$ cat config.mk
export PLATFORM = sky130hd
export DESIGN_NAME = dsb_sideband_regs
export DESIGN_NICKNAME = d
export VERILOG_FILES = /design/src/dsb_pkg.sv /design/src/dsb_axil_slave.sv /design/src/dsb_cmd_seq.sv /design/src/dsb_sideband_regs.sv
export VERILOG_INCLUDE_DIRS = /design/src
export SDC_FILE = /design/constraint.sdc
export NUM_CORES = 1
export LEC_CHECK = 0
export BUFFER_PORTS_ARGS = -buffer_cell sky130_fd_sc_hd__buf_2
export CAP_MARGIN = 20
export CORE_UTILIZATION = 50
export CTS_CLUSTER_DIAMETER = 200
export DETAILED_ROUTE_END_ITERATION = 8
export GPL_ROUTABILITY_DRIVEN = 0
export MAX_ROUTING_LAYER = met4
export PLACE_DENSITY = 0.87
export SLEW_MARGIN = 20
export SYNTH_ARGS = -nofsm -noshare
export SYNTH_HDL_FRONTEND = slang
export SYNTH_HIERARCHICAL = 1
export SYNTH_SLANG_ARGS = --single-unit
$ cat constraint.sdc
create_clock -name aclk -period 2 [get_ports aclk]
set_input_delay 0.2 -clock aclk [delete_from_list [all_inputs] [get_ports aclk]]
set_output_delay 0.2 -clock aclk [all_outputs]
set_load 0.01 [all_outputs]
$ cat src/dsb_regs.svh
// Register indices, field positions, reset values and codes of the sideband bank
`ifndef DSB_REGS_SVH
`define DSB_REGS_SVH
`define DSB_IDX_INPROG    8'h31
`define DSB_IDX_SELECT    8'h37
`define DSB_IDX_OPERAND   8'h38
`define DSB_IDX_CHIPID    8'h39
`define DSB_IDX_CALSTS    8'h3B
`define DSB_IDX_IFWIDTH   8'h44
`define DSB_IDX_TOOLVER   8'h45
`define DSB_IDX_REFACK    8'h4F
`define DSB_IDX_LAUNCH    8'h60
`define DSB_IDX_IRQSTS    8'h61
`define DSB_IDX_IRQEN     8'h62
`define DSB_IDX_IRQCLR    8'h63
`define DSB_KIND_HI       2
`define DSB_KIND_LO       0
`define DSB_RANK_HI       6
`define DSB_RANK_LO       3
`define DSB_CHIPID_HI     3
`define DSB_CHIPID_LO     1
`define DSB_OP_CID_HI     26
`define DSB_OP_CID_LO     24
`define DSB_OP_ACT        23
`define DSB_OP_BG_HI      22
`define DSB_OP_BG_LO      21
`define DSB_OP_BA3_HI     20
`define DSB_OP_BA_HI      19
`define DSB_OP_BA_LO      18
`define DSB_OP_AHI        17
`define DSB_OP_RCW_HI     16
`define DSB_OP_RCW_LO     14
`define DSB_OP_A_HI       13
`define DSB_OP_A_LO       0
`define DSB_SELECT_RST    7'h00
`define DSB_OPERAND_RST   32'h0000_0000
`define DSB_IRQ_RST       4'h0
`define DSB_KIND_MODE_REGISTER_SET 3'h0
`define DSB_RESP_OKAY     2'h0
`define DSB_RESP_SLVERR   2'h2
`endif

$ cat src/dsb_pkg.sv
// Shared types of the sideband command register bank
package dsb_pkg;
  typedef logic [31:0] dsb_word_t;
  typedef logic [7:0]  dsb_idx_t;
  typedef enum logic [1:0] {SEQ_IDLE, SEQ_ISSUE, SEQ_WAIT} dsb_seq_state_t;
endpackage

$ cat src/dsb_axil_slave.sv
// AXI4-Lite slave front end, one write and one read in flight
`timescale 1ns/1ns
`default_nettype none
`include "dsb_regs.svh"
module dsb_axil_slave
  import dsb_pkg::*;
#(
  parameter int AW = 12
) (
  input  wire logic          aclk,
  input  wire logic          aresetn,
  input  wire logic [AW-1:0] awaddr,
  input  wire logic          awvalid,
  output logic               awready,
  input  wire logic [31:0]   wdata,
  input  wire logic [3:0]    wstrb,
  input  wire logic          wvalid,
  output logic               wready,
  output logic [1:0]         bresp,
  output logic               bvalid,
  input  wire logic          bready,
  input  wire logic [AW-1:0] araddr,
  input  wire logic          arvalid,
  output logic               arready,
  output logic [31:0]        rdata,
  output logic [1:0]         rresp,
  output logic               rvalid,
  input  wire logic          rready,
  output logic               wr_req,
  output dsb_idx_t           wr_idx,
  output dsb_word_t          wr_data,
  output logic [3:0]         wr_strb,
  input  wire logic          wr_ok,
  output logic               rd_req,
  output dsb_idx_t           rd_idx,
  input  wire dsb_word_t     rd_data,
  input  wire logic          rd_ok
);
  logic      aw_rdy_q, w_rdy_q, ar_rdy_q, bvalid_q, rvalid_q;
  logic [1:0] bresp_q, rresp_q;
  dsb_idx_t  awidx_q, aridx_q;
  dsb_word_t wdata_q, rdata_q;
  logic [3:0] wstrb_q;
  // Ready drops on acceptance, so each side holds one item until the answer is taken
  assign wr_req  = !aw_rdy_q && !w_rdy_q && !bvalid_q;
  assign rd_req  = !ar_rdy_q && !rvalid_q;
  assign wr_idx  = awidx_q;
  assign wr_data = wdata_q;
  assign wr_strb = wstrb_q;
  assign rd_idx  = aridx_q;
  assign awready = aw_rdy_q;
  assign wready  = w_rdy_q;
  assign arready = ar_rdy_q;
  assign bvalid  = bvalid_q;
  assign bresp   = bresp_q;
  assign rvalid  = rvalid_q;
  assign rresp   = rresp_q;
  assign rdata   = rdata_q;
  always_ff @(posedge aclk) begin
    if (!aresetn) begin
      aw_rdy_q <= 1'b1;
      w_rdy_q  <= 1'b1;
      bvalid_q <= 1'b0;
      bresp_q  <= `DSB_RESP_OKAY;
      awidx_q  <= 8'h00;
      wdata_q  <= 32'h0000_0000;
      wstrb_q  <= 4'h0;
    end else begin
      if (awvalid && aw_rdy_q) begin
        aw_rdy_q <= 1'b0;
        awidx_q  <= awaddr[9:2];
      end
      if (wvalid && w_rdy_q) begin
        w_rdy_q <= 1'b0;
        wdata_q <= wdata;
        wstrb_q <= wstrb;
      end
      if (wr_req) begin
        bvalid_q <= 1'b1;
        bresp_q  <= wr_ok ? `DSB_RESP_OKAY : `DSB_RESP_SLVERR;
      end else if (bvalid_q && bready) begin
        bvalid_q <= 1'b0;
        aw_rdy_q <= 1'b1;
        w_rdy_q  <= 1'b1;
      end
    end
  end
  always_ff @(posedge aclk) begin
    if (!aresetn) begin
      ar_rdy_q <= 1'b1;
      rvalid_q <= 1'b0;
      rresp_q  <= `DSB_RESP_OKAY;
      rdata_q  <= 32'h0000_0000;
      aridx_q  <= 8'h00;
    end else if (arvalid && ar_rdy_q) begin
      ar_rdy_q <= 1'b0;
      aridx_q  <= araddr[9:2];
    end else if (rd_req) begin
      rvalid_q <= 1'b1;
      rresp_q  <= rd_ok ? `DSB_RESP_OKAY : `DSB_RESP_SLVERR;
      rdata_q  <= rd_ok ? rd_data : 32'h0000_0000;
    end else if (rvalid_q && rready) begin
      rvalid_q <= 1'b0;
      ar_rdy_q <= 1'b1;
    end
  end
endmodule
`default_nettype wire

$ cat src/dsb_cmd_seq.sv
// Mode register command sequencer: launch, hand to scheduler, wait for completion
`timescale 1ns/1ns
`default_nettype none
`include "dsb_regs.svh"
module dsb_cmd_seq
  import dsb_pkg::*;
#(
  parameter int PW = 27
) (
  input  wire logic          aclk,
  input  wire logic          aresetn,
  input  wire logic          launch,
  input  wire logic [2:0]    kind,
  input  wire logic [3:0]    rank,
  input  wire logic [PW-1:0] payload,
  input  wire logic          cmd_ready,
  input  wire logic          cmd_done,
  output logic               cmd_valid,
  output logic [3:0]         cmd_cs,
  output logic [PW-1:0]      cmd_payload,
  output logic               busy,
  output logic               done,
  output logic               reject
);
  dsb_seq_state_t state_q, state_d;
  logic          valid_q, busy_q, done_q, reject_q, accept;
  logic [3:0]    cs_q;
  logic [PW-1:0] pl_q;
  assign accept = launch && state_q == SEQ_IDLE && kind == `DSB_KIND_MODE_REGISTER_SET && rank != 4'h0;
  always_comb begin
    state_d = state_q;
    case (state_q)
      SEQ_IDLE:  if (accept) state_d = SEQ_ISSUE;
      SEQ_ISSUE: if (cmd_ready) state_d = SEQ_WAIT;
      SEQ_WAIT:  if (cmd_done) state_d = SEQ_IDLE;
      default:   state_d = SEQ_IDLE;
    endcase
  end
  always_ff @(posedge aclk) begin
    if (!aresetn) begin
      state_q  <= SEQ_IDLE;
      valid_q  <= 1'b0;
      busy_q   <= 1'b0;
      done_q   <= 1'b0;
      reject_q <= 1'b0;
      cs_q     <= 4'h0;
      pl_q     <= '0;
    end else begin
      state_q  <= state_d;
      valid_q  <= state_d == SEQ_ISSUE;
      busy_q   <= state_d != SEQ_IDLE;
      done_q   <= state_q == SEQ_WAIT && cmd_done;
      reject_q <= launch && !accept;
      if (accept) begin
        cs_q <= rank;
        pl_q <= payload;
      end
    end
  end
  assign cmd_valid   = valid_q;
  assign cmd_cs      = cs_q;
  assign cmd_payload = pl_q;
  assign busy        = busy_q;
  assign done        = done_q;
  assign reject      = reject_q;
endmodule
`default_nettype wire

$ cat src/dsb_sideband_regs.sv
// Sideband mode register command and status register bank, top level
//
// Our own choice: the AXI4-Lite register port.
`timescale 1ns/1ns
`default_nettype none
`include "dsb_regs.svh"
// What this block does
// - Command kind 000 is mode register set.
// - Rank field bits select chip selects.
// - Any nonzero chip select mix gets the command.
// - DDR4 operand carries chip, bank group, bank.
// - DDR3 operand carries three bank bits, A14.
// - Report 3DS refresh chip ID, bits 3:1.
// - Status bit 0 shows calibration success.
// - Status bit 1 shows calibration failure.
// - Refresh acknowledge word, one byte per rank.
// - In-progress flag high while command runs.
module dsb_sideband_regs
  import dsb_pkg::*;
#(
  parameter logic [15:0] IF_WIDTH_VALUE     = 16'h0020,
  parameter logic [15:0] TOOL_VERSION_VALUE = 16'h0001
) (
  input  wire logic        aclk,
  input  wire logic        aresetn,
  input  wire logic [11:0] awaddr,
  input  wire logic        awvalid,
  output logic             awready,
  input  wire logic [31:0] wdata,
  input  wire logic [3:0]  wstrb,
  input  wire logic        wvalid,
  output logic             wready,
  output logic [1:0]       bresp,
  output logic             bvalid,
  input  wire logic        bready,
  input  wire logic [11:0] araddr,
  input  wire logic        arvalid,
  output logic             arready,
  output logic [31:0]      rdata,
  output logic [1:0]       rresp,
  output logic             rvalid,
  input  wire logic        rready,
  input  wire logic        ddr4_mode,
  input  wire logic        phy_cal_success,
  input  wire logic        phy_cal_fail,
  input  wire logic [2:0]  refresh_chip_id,
  input  wire logic [31:0] stacked_refresh_acknowledge_in,
  input  wire logic        cmd_ready,
  input  wire logic        cmd_done,
  output logic             cmd_valid,
  output logic [3:0]       cmd_cs,
  output logic [2:0]       cmd_chip_id,
  output logic             cmd_act,
  output logic [1:0]       cmd_bank_group,
  output logic [2:0]       cmd_bank,
  output logic             cmd_addr_hi,
  output logic             cmd_ras_n,
  output logic             cmd_cas_n,
  output logic             cmd_we_n,
  output logic [13:0]      cmd_addr,
  output logic             irq
);
  localparam int PW = 27;

  function automatic dsb_word_t merge_strb(dsb_word_t old, dsb_word_t nw, logic [3:0] strb);
    dsb_word_t r;
    r = old;
    for (int i = 0; i < 4; i++) begin
      if (strb[i]) r[8*i +: 8] = nw[8*i +: 8];
    end
    return r;
  endfunction

  function automatic logic idx_mapped(dsb_idx_t idx);
    return idx == `DSB_IDX_INPROG || idx == `DSB_IDX_SELECT || idx == `DSB_IDX_OPERAND ||
           idx == `DSB_IDX_CHIPID || idx == `DSB_IDX_CALSTS || idx == `DSB_IDX_IFWIDTH ||
           idx == `DSB_IDX_TOOLVER || idx == `DSB_IDX_REFACK || idx == `DSB_IDX_LAUNCH ||
           idx == `DSB_IDX_IRQSTS || idx == `DSB_IDX_IRQEN || idx == `DSB_IDX_IRQCLR;
  endfunction

  logic       wr_req, rd_req, wr_ok, rd_ok;
  dsb_idx_t   wr_idx, rd_idx;
  dsb_word_t  wr_data, rd_data;
  logic [3:0] wr_strb;

  dsb_axil_slave #(
    .AW (12)
  ) dsb_axil_slave_i (
    .aclk    (aclk),
    .aresetn (aresetn),
    .awaddr  (awaddr),
    .awvalid (awvalid),
    .awready (awready),
    .wdata   (wdata),
    .wstrb   (wstrb),
    .wvalid  (wvalid),
    .wready  (wready),
    .bresp   (bresp),
    .bvalid  (bvalid),
    .bready  (bready),
    .araddr  (araddr),
    .arvalid (arvalid),
    .arready (arready),
    .rdata   (rdata),
    .rresp   (rresp),
    .rvalid  (rvalid),
    .rready  (rready),
    .wr_req  (wr_req),
    .wr_idx  (wr_idx),
    .wr_data (wr_data),
    .wr_strb (wr_strb),
    .wr_ok   (wr_ok),
    .rd_req  (rd_req),
    .rd_idx  (rd_idx),
    .rd_data (rd_data),
    .rd_ok   (rd_ok)
  );

  logic [6:0]  sel_q, sel_d;
  dsb_word_t   operand_q, operand_d;
  logic [3:0]  irq_en_q, irq_en_d, irq_sts_q, irq_sts_d;
  logic        irq_q;
  logic [1:0]  cal_q;
  logic [2:0]  chip_id_q;
  dsb_word_t   ack_q;

  logic        wr_sel, wr_op, wr_en, wr_clr, launch;
  dsb_word_t   sel_m, op_m, en_m;
  logic [3:0]  irq_clr, irq_ev;
  logic [2:0]  command_kind;
  logic [3:0]  command_target_rank;

  assign wr_ok  = idx_mapped(wr_idx);
  assign rd_ok  = idx_mapped(rd_idx);
  assign wr_sel = wr_req && wr_idx == `DSB_IDX_SELECT;
  assign wr_op  = wr_req && wr_idx == `DSB_IDX_OPERAND;
  assign wr_en  = wr_req && wr_idx == `DSB_IDX_IRQEN;
  assign wr_clr = wr_req && wr_idx == `DSB_IDX_IRQCLR && wr_strb[0];
  // Launch is a separate write so that select and operand can be set in any order first
  assign launch = wr_req && wr_idx == `DSB_IDX_LAUNCH && wr_strb[0] && wr_data[0];

  assign sel_m     = merge_strb({25'h0, sel_q}, wr_data, wr_strb);
  assign op_m      = merge_strb(operand_q, wr_data, wr_strb);
  assign en_m      = merge_strb({28'h0, irq_en_q}, wr_data, wr_strb);
  assign sel_d     = wr_sel ? sel_m[6:0] : sel_q;
  assign operand_d = wr_op ? op_m : operand_q;
  assign irq_en_d  = wr_en ? en_m[3:0] : irq_en_q;

  assign command_kind        = sel_q[`DSB_KIND_HI:`DSB_KIND_LO];
  assign command_target_rank = sel_q[`DSB_RANK_HI:`DSB_RANK_LO];

  // Operand decode; DDR3 has no bank group or chip ID, so those read as zero
  logic [2:0]    op_cid, op_bank;
  logic          op_act;
  logic [1:0]    op_bg;
  logic [PW-1:0] payload, cmd_payload;
  assign op_cid  = ddr4_mode ? operand_q[`DSB_OP_CID_HI:`DSB_OP_CID_LO] : 3'h0;
  assign op_act  = ddr4_mode & operand_q[`DSB_OP_ACT];
  assign op_bg   = ddr4_mode ? operand_q[`DSB_OP_BG_HI:`DSB_OP_BG_LO] : 2'h0;
  assign op_bank = ddr4_mode ? {1'b0, operand_q[`DSB_OP_BA_HI:`DSB_OP_BA_LO]}
                             : operand_q[`DSB_OP_BA3_HI:`DSB_OP_BA_LO];
  assign payload = {op_cid, op_act, op_bg, op_bank, operand_q[`DSB_OP_AHI],
                    operand_q[`DSB_OP_RCW_HI:`DSB_OP_RCW_LO],
                    operand_q[`DSB_OP_A_HI:`DSB_OP_A_LO]};

  logic cmd_busy, cmd_fin, cmd_rej;

  dsb_cmd_seq #(
    .PW (PW)
  ) dsb_cmd_seq_i (
    .aclk        (aclk),
    .aresetn     (aresetn),
    .launch      (launch),
    .kind        (command_kind),
    .rank        (command_target_rank),
    .payload     (payload),
    .cmd_ready   (cmd_ready),
    .cmd_done    (cmd_done),
    .cmd_valid   (cmd_valid),
    .cmd_cs      (cmd_cs),
    .cmd_payload (cmd_payload),
    .busy        (cmd_busy),
    .done        (cmd_fin),
    .reject      (cmd_rej)
  );

  assign cmd_addr    = cmd_payload[13:0];
  assign cmd_we_n    = cmd_payload[14];
  assign cmd_cas_n   = cmd_payload[15];
  assign cmd_ras_n   = cmd_payload[16];
  assign cmd_addr_hi = cmd_payload[17];
  assign cmd_bank    = cmd_payload[20:18];
  assign cmd_bank_group = cmd_payload[22:21];
  assign cmd_act     = cmd_payload[23];
  assign cmd_chip_id = cmd_payload[26:24];

  // Calibration events fire on the rising level; a level that stays high raises one event
  assign irq_ev    = {cmd_rej, cmd_fin, phy_cal_fail & ~cal_q[1], phy_cal_success & ~cal_q[0]};
  assign irq_clr   = wr_clr ? wr_data[3:0] : 4'h0;
  assign irq_sts_d = (irq_sts_q & ~irq_clr) | irq_ev;

  always_ff @(posedge aclk) begin
    if (!aresetn) begin
      sel_q     <= `DSB_SELECT_RST;
      operand_q <= `DSB_OPERAND_RST;
      irq_en_q  <= `DSB_IRQ_RST;
      irq_sts_q <= `DSB_IRQ_RST;
      irq_q     <= 1'b0;
    end else begin
      sel_q     <= sel_d;
      operand_q <= operand_d;
      irq_en_q  <= irq_en_d;
      irq_sts_q <= irq_sts_d;
      irq_q     <= |(irq_sts_d & irq_en_d);
    end
  end

  always_ff @(posedge aclk) begin
    if (!aresetn) begin
      cal_q     <= 2'h0;
      chip_id_q <= 3'h0;
      ack_q     <= 32'h0000_0000;
    end else begin
      cal_q     <= {phy_cal_fail, phy_cal_success};
      chip_id_q <= refresh_chip_id;
      ack_q     <= stacked_refresh_acknowledge_in;
    end
  end

  assign irq = irq_q;

  assign rd_data =
    (rd_idx == `DSB_IDX_INPROG)  ? {31'h0, cmd_busy} :
    (rd_idx == `DSB_IDX_SELECT)  ? {25'h0, sel_q} :
    (rd_idx == `DSB_IDX_OPERAND) ? operand_q :
    (rd_idx == `DSB_IDX_CHIPID)  ? {28'h0, chip_id_q, 1'b0} :
    (rd_idx == `DSB_IDX_CALSTS)  ? {30'h0, cal_q} :
    (rd_idx == `DSB_IDX_IFWIDTH) ? {16'h0, IF_WIDTH_VALUE} :
    (rd_idx == `DSB_IDX_TOOLVER) ? {16'h0, TOOL_VERSION_VALUE} :
    (rd_idx == `DSB_IDX_REFACK)  ? ack_q :
    (rd_idx == `DSB_IDX_IRQSTS)  ? {28'h0, irq_sts_q} :
    (rd_idx == `DSB_IDX_IRQEN)   ? {28'h0, irq_en_q} :
    32'h0000_0000;
endmodule
`default_nettype wire

## After elaboration in Yosys (flattened, before gate mapping)

Cells that the tools add are included.
W data, S select, Z words.

| word-level totals | value |
|---|---|
| logic and storage cells | 169 |
| output and inout bits | 74 |
| input bits | 107 |
| register bits after elaboration | 215 |

| cells by class | value |
|---|---|
| multiplexer cells | 36 |
| reduce and logical (&&, ||, !) cells | 65 |
| equal/unequal tests | 28 |
| bitwise operators | 10 |

Operator list:

| cell | number |
|---|---|
| $mux W32 | 9 |
| $eq A8 B7 Y1 const B | 14 |
| $eq A8 B6 Y1 const B | 10 |
| $logic_or A1 B1 Y1 | 22 |
| $logic_and A1 B1 Y1 | 21 |
| $mux W4 | 5 |
| $reduce_and A2 Y1 | 8 |
| $mux W1 | 13 |
| $mux W2 | 6 |
| $and A4 B4 Y4 | 2 |
| $reduce_bool A2 Y1 | 4 |
| $logic_not A1 Y1 | 6 |
| $mux W3 | 2 |
| $pmux W2 S3 | 1 |
| $eq A2 B1 Y1 const B | 2 |
| $not A4 Y4 | 1 |
| $or A4 B4 Y4 | 1 |
| $reduce_bool A4 Y1 | 1 |
| $reduce_or A4 Y1 | 1 |
| $and A1 B1 Y1 | 3 |
| $logic_not A3 Y1 | 1 |
| $not A1 Y1 | 3 |
| $eq A2 B2 Y1 const B | 1 |
| $logic_not A2 Y1 | 1 |
| $ne A2 B2 Y1 const B | 1 |

## Logic depth before layout (Yosys ltp)

| depth | value |
|---|---|
| depth in word-level cells | 13 |
| gate-level depth with buffers | 9 |
| depth with buffers taken out | 7 |

## Hierarchy

The synthesis kept the hierarchy.

By module, submodules not included:

| module | cells an instance | sequential area each (um^2) | area each (um^2) | times used |
|---|---|---|---|---|
| dsb_axil_slave | 417 | 1821.7 | 3927.5 | 1 |
| dsb_sideband_regs | 409 | 1701.6 | 3793.6 | 1 |
| dsb_cmd_seq | 156 | 740.7 | 1493.9 | 1 |

## Least setup slack after synthesis

Ideal clock, no wire load.

| timing | value |
|---|---|
| path type | reg2reg |
| start point | register dsb_axil_slave_i.w_rdy_q (netlist: dsb_axil_slave_i/wready) |
| end point | register dsb_cmd_seq_i.cs_q[0] (netlist: dsb_cmd_seq_i/cmd_cs[0]) |
| period minus slack after synthesis | 2.086 ns |
| arrival | 2.015 ns |
| buffers on the path | 3 |
| setup slack | -0.086 ns |
| setup time | 0.072 ns |
| cell stages (with the launch flop) | 9 |
| required time | 1.928 ns |
| cell sequence | dfxtp_1 > buf_2 > nor3_1 > nand3b_1 > nor3_1 > nor4b_2 > buf_6 > buf_12 > mux2i_1 |

| on the way | value |
|---|---|
| longest elaborated chain between the ends | 9 |

Ends and longest elaborated chain:

| what | line | text |
|---|---|---|
| from (decl) | dsb_axil_slave.sv:39 | `logic aw_rdy_q, w_rdy_q, ar_rdy_q, bvalid_q, rvalid_q;` |
| from (signal assigned) | dsb_axil_slave.sv:62 | `w_rdy_q <= 1'b1;` |
| from (signal assigned) | dsb_axil_slave.sv:74 | `w_rdy_q <= 1'b0;` |
| from (signal assigned) | dsb_axil_slave.sv:84 | `w_rdy_q <= 1'b1;` |
| $logic_not A1 Y1 | dsb_axil_slave.sv:45 | `assign wr_req = !aw_rdy_q && !w_rdy_q && !bvalid_q;` |
| $logic_and A1 B1 Y1 (2 in a row) | dsb_axil_slave.sv:45 |  |
| named net wr_req | dsb_sideband_regs.sv:81 | `logic wr_req, rd_req, wr_ok, rd_ok;` |
| $logic_and A1 B1 Y1 (no source line) | n/a |  |
| $logic_and A1 B1 Y1 (2 in a row) | dsb_sideband_regs.sv:140 | `` assign launch = wr_req && wr_idx == `DSB_IDX_LAUNCH && wr_strb[0] && wr_data[0]; `` |
| named net launch | dsb_sideband_regs.sv:127 | `logic wr_sel, wr_op, wr_en, wr_clr, launch;` |
| $logic_and A1 B1 Y1 | dsb_cmd_seq.sv:29 | `` assign accept = launch && state_q == SEQ_IDLE && kind == `DSB_KIND_MODE_REGISTER_SET && rank != 4'h0; `` |
| $logic_and A1 B1 Y1 (no source line) | n/a |  |
| $logic_and A1 B1 Y1 | dsb_cmd_seq.sv:29 |  |
| to (signal assigned) | dsb_cmd_seq.sv:55 | `cs_q <= rank;` |
| to (decl) | dsb_cmd_seq.sv:27 | `logic [3:0] cs_q;` |

The timed path passes the listed nets, and every way through them passes these cells.
A chain may end at the register's enable or synchronous reset.

## Final worst setup path

| timing | value |
|---|---|
| start point | register dsb_axil_slave_i.aridx_q[6] (netlist: dsb_axil_slave_i/rd_idx[6]) |
| end point | register dsb_axil_slave_i.rdata_q[1] (netlist: dsb_axil_slave_i/rdata[1]) |

| on the way | value |
|---|---|
| elaborated cells on any way between the ends | 34 |
| classes of those cells | eq/ne (12); mux (11); reduce/logical (11) |

RTL lines:

| what | line | text |
|---|---|---|
| from (decl) | dsb_axil_slave.sv:41 | `dsb_idx_t awidx_q, aridx_q;` |
| from (signal assigned) | dsb_axil_slave.sv:97 | `aridx_q <= araddr[9:2];` |
| $eq A8 B7 Y1 (no source line) | n/a |  |
| $mux W4 | dsb_sideband_regs.sv:242 | `` (rd_idx == `DSB_IDX_IRQEN) ? {28'h0, irq_en_q} : `` |
| $mux W4 | dsb_sideband_regs.sv:241 | `` (rd_idx == `DSB_IDX_IRQSTS) ? {28'h0, irq_sts_q} : `` |
| $mux W32 | dsb_sideband_regs.sv:240 | `` (rd_idx == `DSB_IDX_REFACK) ? ack_q : `` |
| $mux W32 | dsb_sideband_regs.sv:239 | `` (rd_idx == `DSB_IDX_TOOLVER) ? {16'h0, TOOL_VERSION_VALUE} : `` |
| $mux W32 | dsb_sideband_regs.sv:238 | `` (rd_idx == `DSB_IDX_IFWIDTH) ? {16'h0, IF_WIDTH_VALUE} : `` |
| $mux W32 | dsb_sideband_regs.sv:237 | `` (rd_idx == `DSB_IDX_CALSTS) ? {30'h0, cal_q} : `` |
| $mux W32 | dsb_sideband_regs.sv:236 | `` (rd_idx == `DSB_IDX_CHIPID) ? {28'h0, chip_id_q, 1'b0} : `` |
| $mux W32 | dsb_sideband_regs.sv:235 | `` (rd_idx == `DSB_IDX_OPERAND) ? operand_q : `` |
| $mux W32 | dsb_sideband_regs.sv:234 | `` (rd_idx == `DSB_IDX_SELECT) ? {25'h0, sel_q} : `` |
| $mux W32 (*) | dsb_sideband_regs.sv:233 | `` (rd_idx == `DSB_IDX_INPROG) ? {31'h0, cmd_busy} : `` |
| named net rd_data[1] | dsb_sideband_regs.sv:83 | `dsb_word_t wr_data, rd_data;` |
| $mux W32 (*) | dsb_axil_slave.sv:101 | `rdata_q <= rd_ok ? rd_data : 32'h0000_0000;` |
| to (signal assigned) | dsb_axil_slave.sv:101 |  |
| to (decl) | dsb_axil_slave.sv:42 | `dsb_word_t wdata_q, rdata_q;` |

Mark *: on every way through the listed nets, which the timed path passes. The rest lies on a longest branch.

==> summary.txt <==
Path depth of the worst reg2reg path -> 7
Lkg Pwr -> 4.666 nW
Slew Limit Fails -> 0
FMAX -> 511.0 MHz
Layout cells sized above 1 -> 27.27%
Sink Count -> 213
RSZ-0062 raised after global routing -> true
Total Power -> 9.316 mW
DRC violations left -> 0
Routed Antenna Nets -> 0
Min Tclk post-route -> 1.957 ns
Worst Hold Path EP -> dsb_axil_slave_i/arready
Setup violations, final -> 0
Vias in the first global route -> 7295
Critical path fanouts, max -> 8
Total core area -> 18020 µm²
Hold Startpoint -> rready
HP Class -> in -> reg
MaxCap Viol Count -> 0
Clock buffer depth -> 3
Actual slew at the worst max-slew pin -> 0.6598 ns
Row Count -> 49
I/O Pins -> 181
Number of detailed-route iterations in the first pass -> 5
Worst clock skew -> 0.01335 ns
CP max stage delay -> 0.51 ns
Area delta synth->final -> 31.28%
CTS tree -> done
CP max-delay cell -> a2111oi_2
CTS Root Cell -> clkbuf_16
CP Class -> reg -> reg
Hold Path Depth -> 3
Synthesized cell area -> 9211 µm²
Worst vdd ir -> 0.6028 mV
Routed via count -> 8040
Pwr/cell area -> 770.4 nW/µm²
Routed WL per cell -> 17.11 µm
Worst slack, placed -> -0.005656 ns
Clk_lat worst skew -> 0.50 ns
Critical path required time -> 2.38 ns
Gr ovfl total -> 0
Die ar. -> 18970 µm²
Gr usage total -> 25.83%
Fin. Hold Viols -> 0
Initial antenna violation count -> 1
R2r startpoint -> dsb_axil_slave_i/rd_idx[6]
Die Ht -> 137.7 µm
Reg clk slew, reported paths -> 0.06 ns
First-pass GRT wire length -> 37570 µm
CP dominant cell by count -> nand4bb_1
Syn Inst Count -> 981
Crit path capture type -> flop
CP Cell Sequence -> nand4bb_1, buf_4, or2_1, a2111oi_2, nor4_2, nand4bb_1, a21oi_1
Reg2reg end -> dsb_axil_slave_i/rdata[1]
Worst setup SP type -> flop
Vias/cell -> 5.496
Yosys warning total -> 6
Final WL -> 25030 µm
DIE WIDTH -> 137.7 µm
Status -> finished, final reports clean
Largest net degree at the start of global routing -> 84
Fin worst setup slack -> 0.04300 ns
Worst slew margin -> 55.96%
Synthesized area per cell -> 9.390 µm²
CTS HTree Levels -> 1
Worst EP arrival -> 2.33 ns
Initial Utilization -> 51.10%
First DRT Iteration DRCs -> 560
Port buffer count -> 170
R2R Setup Slk -> 0.04 ns
Total CTS buffers -> 22
DP Wirelength -> 15620 µm
Nets -> 1324
Period utilisation layout -> 97.85%
==> where the power goes <==
part           switching, mW  internal (mW)  leakage (nW)
registers              0.104           4.36          1.74
logic                  0.363          0.433          2.57
clock network           1.64           2.41         0.359
total                   2.11           7.20          4.67
==> timing repair <==
action | in CTS | in global routing
endpoints found under the hold margin | 92 | 0
endpoints found under the setup margin | 1 | 98
hold buffers | 91 | 0
pin swaps | 0 | 12
resized for setup | 1 | 30
setup buffers | 0 | 4
gates cloned | 0 | 3
==> worst max-delay path, delay by kind of cell (launching register included) <==
kind	cells	cell delay [ns]
and+or+nand+nor	4	0.74
AOI/OAI and AO/OA	2	0.58
DFF	1	0.33
buffers and inverters	1	0.19
==> layout by cell type, fill, tap and decap left out, types with 38 or more instances in the layout <==
master / count
dfxtp_1: 207
buf_2: 169
nand2_1: 107
dlygate4sd3_1: 91
a21oi_1: 87
nand3_1: 85
a21bo_2: 52
and2_1: 45
mux2i_1: 41
o21ai_0: 38
==> area by class of cell <==
class | count | area [µm²]
sequential | 213 | 4272
timing repair buffer | 302 | 2256
clock inverter | 6 | 55.05
antenna | 2 | 5.005
tap | 229 | 286.5
clock buffer | 33 | 663.1
fill | 1391 | 5932
multi-input combinational | 670 | 4526
inverter | 8 | 30.03
==> worst max path at each step <==
stage | slack [ns] | cells past startpoint | end | from
6_report | 0.04 | 7 | dsb_axil_slave_i/rdata[1] | dsb_axil_slave_i/rd_idx[6]
5_1_grt | -0.05 | 7 | dsb_axil_slave_i/rdata[1] | dsb_axil_slave_i/rd_idx[1]
4_1_cts | 0.001 | 8 | operand_q[27] | dsb_axil_slave_i/bvalid
3_5_place_dp | -0.006 | 6 | irq | dsb_axil_slave_i/bvalid
3_3_place_gp | 0.12 | 7 | dsb_axil_slave_i/rdata[1] | dsb_axil_slave_i/rd_idx[6]
2_1_floorplan | 0.05 | 8 | dsb_cmd_seq_i/cmd_cs[0] | dsb_axil_slave_i/wready
==> layer usage <==
metal | vias to the layer above | global-route usage [%] | share of wire [%]
met5 | - | - | 0
met1 | 3754 | 35.48 | 45
met2 | 283 | 38.08 | 46
met3 | 50 | 4.121 | 6.4
li1 | 3953 | - | -
met4 | 0 | 9.601 | 2.9
==> metrics by stage <==
| stage | instance area, µm² | hold slack (ns) | utilization [%] | TNS, ns | instances |
|---|---|---|---|---|---|
| 2_1_floorplan | 9220 | 0.2800 | - | 0 | 982 |
| 3_3_place_gp | 10260 | 0.4073 | 56.90 | 0 | 1324 |
| 3_5_place_dp | 10260 | 0.4100 | 56.90 | -0.005656 | 1324 |
| 4_1_cts | 11890 | 0.002757 | 65.94 | 0 | 1454 |
| 5_1_grt | 12090 | 0.02317 | 67.08 | -0.8749 | 1462 |
| 6_report | 12090 | 0.01923 | 67.09 | 0 | 1463 |
==> registers in the layout, summed over array words and instances (netlist names), 2 cells and up <==
register / cells
operand_q: 32
cal_q: 2
dsb_axil_slave_i/rdata: 32
dsb_axil_slave_i/wr_data: 32
irq_sts_q: 4
sel_q: 7
dsb_axil_slave_i/wr_strb: 4
ack_q: 32
dsb_cmd_seq_i/state_q: 2
chip_id_q: 3
dsb_axil_slave_i/rd_idx: 8
dsb_cmd_seq_i/cmd_payload: 27
dsb_cmd_seq_i/cmd_cs: 4
dsb_axil_slave_i/wr_idx: 8
irq_en_q: 4
Power figures use the tool's default switching activity.
